## src/pkg/serial_clk_pkg.sv

```systemverilog
/*
  constants for the serial unit clock select and strobe block:
  register offsets, field positions, reset values, clock source codes.
  assumes a byte-wide register port with a small address space.
*/
package serial_clk_pkg;

  // register offsets
  localparam logic [7:0] CTRL_OFFSET = 8'h00;
  localparam logic [7:0] DATA_OFFSET = 8'h01;
  localparam logic [7:0] COUNT_OFFSET = 8'h02;
  localparam logic [7:0] PORT_OFFSET = 8'h03;

  // control register fields
  localparam int CTRL_CS_LSB = 2;
  localparam int CTRL_STROBE_BIT = 1;
  localparam int CTRL_TOGGLE_BIT = 0;

  // pin register fields
  localparam int PORT_DIR_BIT = 0;
  localparam int PORT_OUT_BIT = 1;
  localparam int PORT_LEVEL_BIT = 2;

  // reset values
  localparam logic [1:0] CS_RESET = 2'h0;
  localparam logic STROBE_SEL_RESET = 1'h0;
  localparam logic PIN_DIR_RESET = 1'h0;
  localparam logic PIN_OUT_RESET = 1'h0;
  localparam logic [7:0] DATA_RESET = 8'h00;
  localparam logic [3:0] COUNT_RESET = 4'h0;

  // clock source select codes
  typedef enum logic [1:0] {
    CS_SOFTWARE = 2'h0,
    CS_TIMER = 2'h1,
    CS_EXT_POS = 2'h2,
    CS_EXT_NEG = 2'h3
  } clock_source_t;

endpackage : serial_clk_pkg

```

## src/hw/serial_clock_select.sv

```systemverilog
/*
  clock source selection and software clock strobe of a serial unit:
  register port, source selection, clock pin toggle, shift and count.
  assumes a single-cycle register master on clk_i, a timer compare
  pulse on clk_i, and serial pins asynchronous to clk_i.
*/
// Notes on behaviour
// - with an external clock the data output changes on the edge opposite to the sampling edge, through a latch.
// - with software strobe or timer clocking the output latch is transparent and the output changes at once.
// - with source select zero nothing is clocked unless software writes the strobe bit as one, which clocks both.
// - with source select 01 the timer compare event clocks both shift register and counter.
// - with an external source and no strobe selector, shift on rising (low bit 0) or falling (low bit 1) edge, count both.
// - with an external source and the strobe selector set, only toggle-bit writes and software strobe writes clock the counter.
// - with an external source the strobe bit is a stored counter clock selector, not a one-shot.
// - a software strobe shifts once and counts once, the output moving in the same cycle unless an external source was selected before the write.
// - a software strobe shifts in the data input value sampled one cycle earlier.
// - the strobe bit and the toggle bit always read as zero.
// - writing one to the toggle bit inverts the clock pin value whatever the direction bit says.
// - the 4-bit counter advances by exactly one per clock from the selected source.
`timescale 1ns/1ns
module serial_clock_select (
  // clock and reset
  input wire logic clk_i,
  input wire logic sys_rst_i,
  // register port
  input wire logic [7:0] addr_i,
  input wire logic [7:0] wdata_i,
  input wire logic wr_i,
  input wire logic rd_i,
  output logic [7:0] rdata_o,
  // timer compare match pulse
  input wire logic timer_match_i,
  // serial pins
  input wire logic serial_clock_pin_i,
  output logic serial_clock_pin_o,
  output logic serial_clock_pin_oe_o,
  input wire logic serial_data_input_pin_i,
  // shift and counter side
  output logic shift_clk_o,
  output logic count_clk_o,
  output logic data_out_o,
  output logic [7:0] shift_data_o,
  output logic [3:0] count_value_o
);
  import serial_clk_pkg::*;

  //////////////////////////////////////////////////////////////////////
  // state

  typedef struct packed {
    clock_source_t cs;
    logic strobe_sel;
    logic pin_dir;
    logic pin_out;
    logic [7:0] rdata;
    logic shift_clk;
    logic count_clk;
  } top_state_t;

  top_state_t state;
  top_state_t next_state;

  logic clk_level;
  logic clk_rise;
  logic clk_fall;
  logic di_level;
  logic wr_ctrl;
  logic wr_data;
  logic wr_count;
  logic wr_port;
  logic [1:0] wcs;
  logic sw_strobe;
  logic toggle_wr;
  logic toggle_count;
  logic ext_shift;
  logic ext_count;
  logic timer_clk;
  logic shift_en;
  logic count_en;
  logic latch_load;
  logic transparent;
  logic [7:0] rmux;

  //////////////////////////////////////////////////////////////////////
  // pin synchronisers

  pin_sync clk_sync (
    .clk_i(clk_i),
    .sys_rst_i(sys_rst_i),
    .pin_i(serial_clock_pin_i),
    .level_o(clk_level),
    .rise_o(clk_rise),
    .fall_o(clk_fall)
  );

  pin_sync data_sync (
    .clk_i(clk_i),
    .sys_rst_i(sys_rst_i),
    .pin_i(serial_data_input_pin_i),
    .level_o(di_level),
    .rise_o(),
    .fall_o()
  );

  //////////////////////////////////////////////////////////////////////
  // clock source selection

  always_comb begin
    wr_ctrl = wr_i && (addr_i == CTRL_OFFSET);
    wr_data = wr_i && (addr_i == DATA_OFFSET);
    wr_count = wr_i && (addr_i == COUNT_OFFSET);
    wr_port = wr_i && (addr_i == PORT_OFFSET);
    wcs = wdata_i[CTRL_CS_LSB +: 2];
    // one-shot strobe only when the written source field selects software mode
    sw_strobe = wr_ctrl && (wcs == CS_SOFTWARE)
      && wdata_i[CTRL_STROBE_BIT];
    toggle_wr = wr_ctrl && wdata_i[CTRL_TOGGLE_BIT];
    toggle_count = toggle_wr && state.cs[1]
      && state.strobe_sel;
    timer_clk = (state.cs == CS_TIMER) && timer_match_i;
    ext_shift = state.cs[1]
      && (state.cs[0] ? clk_fall : clk_rise);
    ext_count = state.cs[1] && !state.strobe_sel
      && (clk_rise || clk_fall);
    shift_en = sw_strobe || timer_clk || ext_shift;
    count_en = sw_strobe || timer_clk || ext_count || toggle_count;
    latch_load = state.cs[1]
      && (state.cs[0] ? clk_rise : clk_fall);
    transparent = !state.cs[1];
  end

  //////////////////////////////////////////////////////////////////////
  // shift register, counter, output latch

  transfer_core core (
    .clk_i(clk_i),
    .sys_rst_i(sys_rst_i),
    .shift_en_i(shift_en),
    .count_en_i(count_en),
    .latch_load_i(latch_load),
    .transparent_i(transparent),
    .data_in_i(di_level),
    .data_wr_i(wr_data),
    .count_wr_i(wr_count),
    .wdata_i(wdata_i),
    .shift_data_o(shift_data_o),
    .count_o(count_value_o),
    .data_out_o(data_out_o)
  );

  //////////////////////////////////////////////////////////////////////
  // registers

  always_comb begin
    rmux = 8'h00;
    unique case (addr_i)
      CTRL_OFFSET: begin
        rmux[CTRL_CS_LSB +: 2] = state.cs;
      end
      DATA_OFFSET: begin
        rmux = shift_data_o;
      end
      COUNT_OFFSET: begin
        rmux[3:0] = count_value_o;
      end
      PORT_OFFSET: begin
        rmux[PORT_DIR_BIT] = state.pin_dir;
        rmux[PORT_OUT_BIT] = state.pin_out;
        rmux[PORT_LEVEL_BIT] = clk_level;
      end
      default: begin
        rmux = 8'h00;
      end
    endcase
  end

  always_comb begin
    next_state = state;
    next_state.rdata = rd_i ? rmux : 8'h00;
    next_state.shift_clk = shift_en;
    next_state.count_clk = count_en;
    if (wr_ctrl) begin
      next_state.cs = clock_source_t'(wcs);
      next_state.strobe_sel = wdata_i[CTRL_STROBE_BIT];
    end
    if (wr_port) begin
      next_state.pin_dir = wdata_i[PORT_DIR_BIT];
      next_state.pin_out = wdata_i[PORT_OUT_BIT];
    end
    if (toggle_wr) begin
      next_state.pin_out = ~state.pin_out;
    end
  end

  always_ff @(posedge clk_i) begin
    if (sys_rst_i) begin
      state.cs <= clock_source_t'(CS_RESET);
      state.strobe_sel <= STROBE_SEL_RESET;
      state.pin_dir <= PIN_DIR_RESET;
      state.pin_out <= PIN_OUT_RESET;
      state.rdata <= 8'h00;
      state.shift_clk <= 1'b0;
      state.count_clk <= 1'b0;
    end else begin
      state <= next_state;
    end
  end

  assign rdata_o = state.rdata;
  assign serial_clock_pin_o = state.pin_out;
  assign serial_clock_pin_oe_o = state.pin_dir;
  assign shift_clk_o = state.shift_clk;
  assign count_clk_o = state.count_clk;
endmodule : serial_clock_select

```

## src/hw/pin_sync.sv

```systemverilog
/*
  two flip-flop synchroniser with edge detection for one pin.
  assumes the pin is asynchronous to clk_i.
*/
`timescale 1ns/1ns
module pin_sync (
  // clock and reset
  input wire logic clk_i,
  input wire logic sys_rst_i,
  // pin
  input wire logic pin_i,
  // synchronised level and edges
  output logic level_o,
  output logic rise_o,
  output logic fall_o
);
  import serial_clk_pkg::*;

  typedef struct packed {
    logic meta;
    logic level;
    logic prev;
  } sync_state_t;

  sync_state_t state;
  sync_state_t next_state;

  always_comb begin
    next_state = state;
    next_state.meta = pin_i;
    next_state.level = state.meta;
    next_state.prev = state.level;
  end

  always_ff @(posedge clk_i) begin
    if (sys_rst_i) begin
      state <= '0;
    end else begin
      state <= next_state;
    end
  end

  assign level_o = state.level;
  assign rise_o = state.level & ~state.prev;
  assign fall_o = ~state.level & state.prev;

endmodule : pin_sync

```

## src/hw/transfer_core.sv

```systemverilog
/*
  shift register, 4-bit transfer counter and data output latch.
  assumes shift, count and latch enables are one-cycle pulses on clk_i.
*/
`timescale 1ns/1ns
module transfer_core (
  // clock and reset
  input wire logic clk_i,
  input wire logic sys_rst_i,
  // clock events
  input wire logic shift_en_i,
  input wire logic count_en_i,
  input wire logic latch_load_i,
  input wire logic transparent_i,
  // serial data in, already synchronised
  input wire logic data_in_i,
  // software loads
  input wire logic data_wr_i,
  input wire logic count_wr_i,
  input wire logic [7:0] wdata_i,
  // state
  output logic [7:0] shift_data_o,
  output logic [3:0] count_o,
  output logic data_out_o
);
  import serial_clk_pkg::*;

  typedef struct packed {
    logic [7:0] shreg;
    logic [3:0] cnt;
    logic dout;
  } core_state_t;

  core_state_t state;
  core_state_t next_state;

  always_comb begin
    next_state = state;
    if (data_wr_i) begin
      next_state.shreg = wdata_i;
    end else if (shift_en_i) begin
      next_state.shreg = {state.shreg[6:0], data_in_i};
    end
    if (count_wr_i) begin
      next_state.cnt = wdata_i[3:0];
    end else if (count_en_i) begin
      next_state.cnt = state.cnt + 4'h1;
    end
    if (transparent_i) begin
      next_state.dout = next_state.shreg[7];
    end else if (latch_load_i) begin
      next_state.dout = state.shreg[7];
    end
  end

  always_ff @(posedge clk_i) begin
    if (sys_rst_i) begin
      state <= {DATA_RESET, COUNT_RESET, 1'b0};
    end else begin
      state <= next_state;
    end
  end

  assign shift_data_o = state.shreg;
  assign count_o = state.cnt;
  assign data_out_o = state.dout;

endmodule : transfer_core

```

## config.mk

```make
export PLATFORM = sky130hd
export DESIGN_NAME = serial_clock_select
export DESIGN_NICKNAME = d
export VERILOG_FILES = /design/src/pkg/serial_clk_pkg.sv /design/src/hw/serial_clock_select.sv /design/src/hw/pin_sync.sv /design/src/hw/transfer_core.sv
export SDC_FILE = /design/constraint.sdc
export NUM_CORES = 1
export LEC_CHECK = 0
export BUFFER_PORTS_ARGS = -buffer_cell sky130_fd_sc_hd__buf_2
export CORE_ASPECT_RATIO = 1.4
export CORE_UTILIZATION = 55
export DETAILED_ROUTE_END_ITERATION = 6
export MAX_ROUTING_LAYER = met4
export PLACE_DENSITY = 0.84
export RECOVER_POWER = 50
export SLEW_MARGIN = 20
export SYNTH_ARGS = -nofsm -noshare
export SYNTH_HDL_FRONTEND = slang
export SYNTH_SLANG_ARGS = --single-unit
```

## constraint.sdc

```tcl
create_clock -name clk_i -period 2.7 [get_ports clk_i]
set_input_delay 0.27 -clock clk_i [delete_from_list [all_inputs] [get_ports clk_i]]
set_output_delay 0.27 -clock clk_i [all_outputs]
set_load 0.1 [all_outputs]
```

==> reports/results.ini <==
[layout]
drive_gt1_frac=0.205
diodes=0
fin_nets=249
final_cell_area_um2=1920
synthToLayoutAreaGrowth_pct=14.4
n_fill_cell=263

[logic_synthesis]
synth-edff-count=0
synth_xor_xnor_area_share=0
synth_top_family_by_area=simple AND/OR/NAND/NOR gates
synth-main-ff-cell=dfxtp_1
synth_area_leader_cell=dfxtp_1
synthMuxAreaShare=0.0813
synth.avg_cell_area_um2=8.97
yosysTopAreaCellShare=0.394
synthTopCellsByArea=dfxtp_1 39%, nor2_1 5.1%, mux2i_1 4.8%
ys_ff_latch=33
synth.distinct_cells=42
synth.most_common_cell=dfxtp_1
syn_inst=187
synth-adder-area-share=0.0224
ys_seq_area_frac=0.394
synth_compound_area_frac=0.155
synth_area_um2=1680
yosysWarnings=0
synth.net_count=213
ys_async_sr_fraction=0
synthTopCellsByCount=33 x dfxtp_1, 23 x nor2_1, 15 x nand3_1
synth-simple-area-share=0.272

[critical_path]
worstPathRequired_ns=2.43
worstPathArrival_ns=1.55
cp_num_cells=1
rr_endpoint=core.shift_data_o[4]
crit_type=reg -> out
worstPathCellList=clkbuf_1
r2r_cells=6
crit_buf_inv=1
max_stage_delay_ns=0.88
crit_fanout=4
crit_path_start_kind=register
critPathSlowestCell=clkbuf_1
r2r-start=clk_sync.level_o
crit_family=buffers and inverters
reg2reg_slack_ns=0.89
end_kind=primary output

[floorplan]
ioPinCount=48
fp.dieW_um=48.7
die_h_um=67.3
core_area_um2=2880
start_util=0.583
fp-row-count=23
die_area_um2=3280

[global_routing]
grt_pass1_vias=1440
antenna_found_initial=0
grt_max_degree=34
grt_pass1_wl_mm=6.23
grt_remaining_overflow=0
grt_usage=0.256

[pwr]
total_leakage_power_nw=0.775
vdd_drop_max_mv=0.380
power_mw=0.941
p_per_area_nw_per_um2=491

[clock_network]
ctsHoldBuffers=0
cts_resized=0
cts_sinks=33
clkLatencyLatePin_ns=0.28
clk_pin_slew_ns=0.07
cts_tree=done
cts_max_level=2
clk_path_buf_depth=2
cts_root_buffer=clkbuf_8
cts_made_buffers=5
cts_setup_buffers=0

[sta]
rsz0062_at_grt=no
min_period_ns=1.82
finalCritPeriodShare=0.673
fin_setup_tns_ns=0
slew_headroom=0.115
fmaxAchievable_mhz=551
finalHoldViolations=0
finalMaxSlewViolations=0
setup_viol=0
hold_ws_ns=0.191
worst_pin_slew_ns=1.33
clock_skew_ns=0.00438

[worst_hold_path]
min_from=serial_data_input_pin_i
whs_path_depth=2
hold_class=in -> reg
min_to=data_sync.next_state[1]

[detailed_routing]
vias=1522
routedWlPerCell_um=14.2
post_drt_via_cell_ratio=5.83
route.detailed.drc=0
drtAntennaViolNets=0
firstDrtPassIters=4
drt-total-wl_mm=3.70
drtIter0Drc=23

[place]
placedInstanceArea_um2=1860
portBuffers=47
detailed_place_hpwl_mm=2.63
gp_congestion=0.872

[run]
drv_cap=0

[outcome]
status=completed

[cell usage in the layout, fill, tap and decap left out, drive strengths merged, types with 7 or more instances in the layout]
master and count:
dfxtp 33, buf 28, clkbuf 24, nor2 23, nand3 16, nor2b 12, o21ai 10, a311oi 9
mux2i 8, nor3b 7
[registers in the layout, indices dropped and copies added, names as in the netlist]
name                   flops
state                      3
clk_sync.next_state        1
clk_sync.level_o           1
data_sync.level_o          1
shift_clk_o                1
count_clk_o                1
serial_clock_pin_o         1
rdata_o                    8
core.count_o               4
data_sync.next_state       1
core.data_out_o            1
clk_sync.state             1
core.shift_data_o          8
serial_clock_pin_oe_o      1
[per-layer routing]
layer  GRT usage  vias to the layer above  wire length [um]
met3      0.0450                       12               212
met1       0.288                      703              1590
met4       0.147                        0               101
met5           -                        -                 0
li1            -                      747                 -
met2       0.429                       60              1800
[cell families after synthesis]
logic type | count (synthesis)
AND/OR/NAND/NOR | 79
AO/OA/AOI/OAI | 36
flip-flops | 33
buffers and inverters | 24
multiplexers | 12
adder cells (fa/ha/maj) | 3
[worst max-delay path by stage]
stage	startpoint	to	slack (ns)
after detailed placement	addr_i[7]	core.data_out_o	0.81
after CTS	clk_sync.level_o	core.shift_data_o[4]	0.88
after global routing	clk_sync.level_o	core.shift_data_o[1]	0.71
final	core.count_o[3]	count_value_o[3]	0.88
after floorplan	core.count_o[0]	core.count_o[2]	1.01
after global placement	addr_i[7]	core.data_out_o	0.87
[power by group]
| group | switching (mW) | internal [mW] | total [mW] |
|---|---|---|---|
| clock | 0.184 | 0.178 | 0.362 |
| combinational | 0.0546 | 0.0277 | 0.0823 |
| sequential | 0.00463 | 0.492 | 0.497 |
[metrics by stage]
step                      instances  worst slack (ns)   util
final                           261             0.884  0.667
after global routing            261             0.705  0.667
after CTS                       261             0.877  0.675
after detailed placement        253             0.809  0.645
after global placement          253             0.866  0.645
after floorplan                 187              1.01      -
[area by class of cell]
cell class              instances  area (um2)  area share
clock inverters                 3        17.5     0.00913
repair buffers                 47         211       0.110
multi-input cells             130         891       0.464
well taps                      37        46.3      0.0241
inverters                       6        22.5      0.0117
clock buffers                   5        68.8      0.0359
flip-flops and latches         33         661       0.344
No activity file was read; power rests on OpenSTA's default activity.
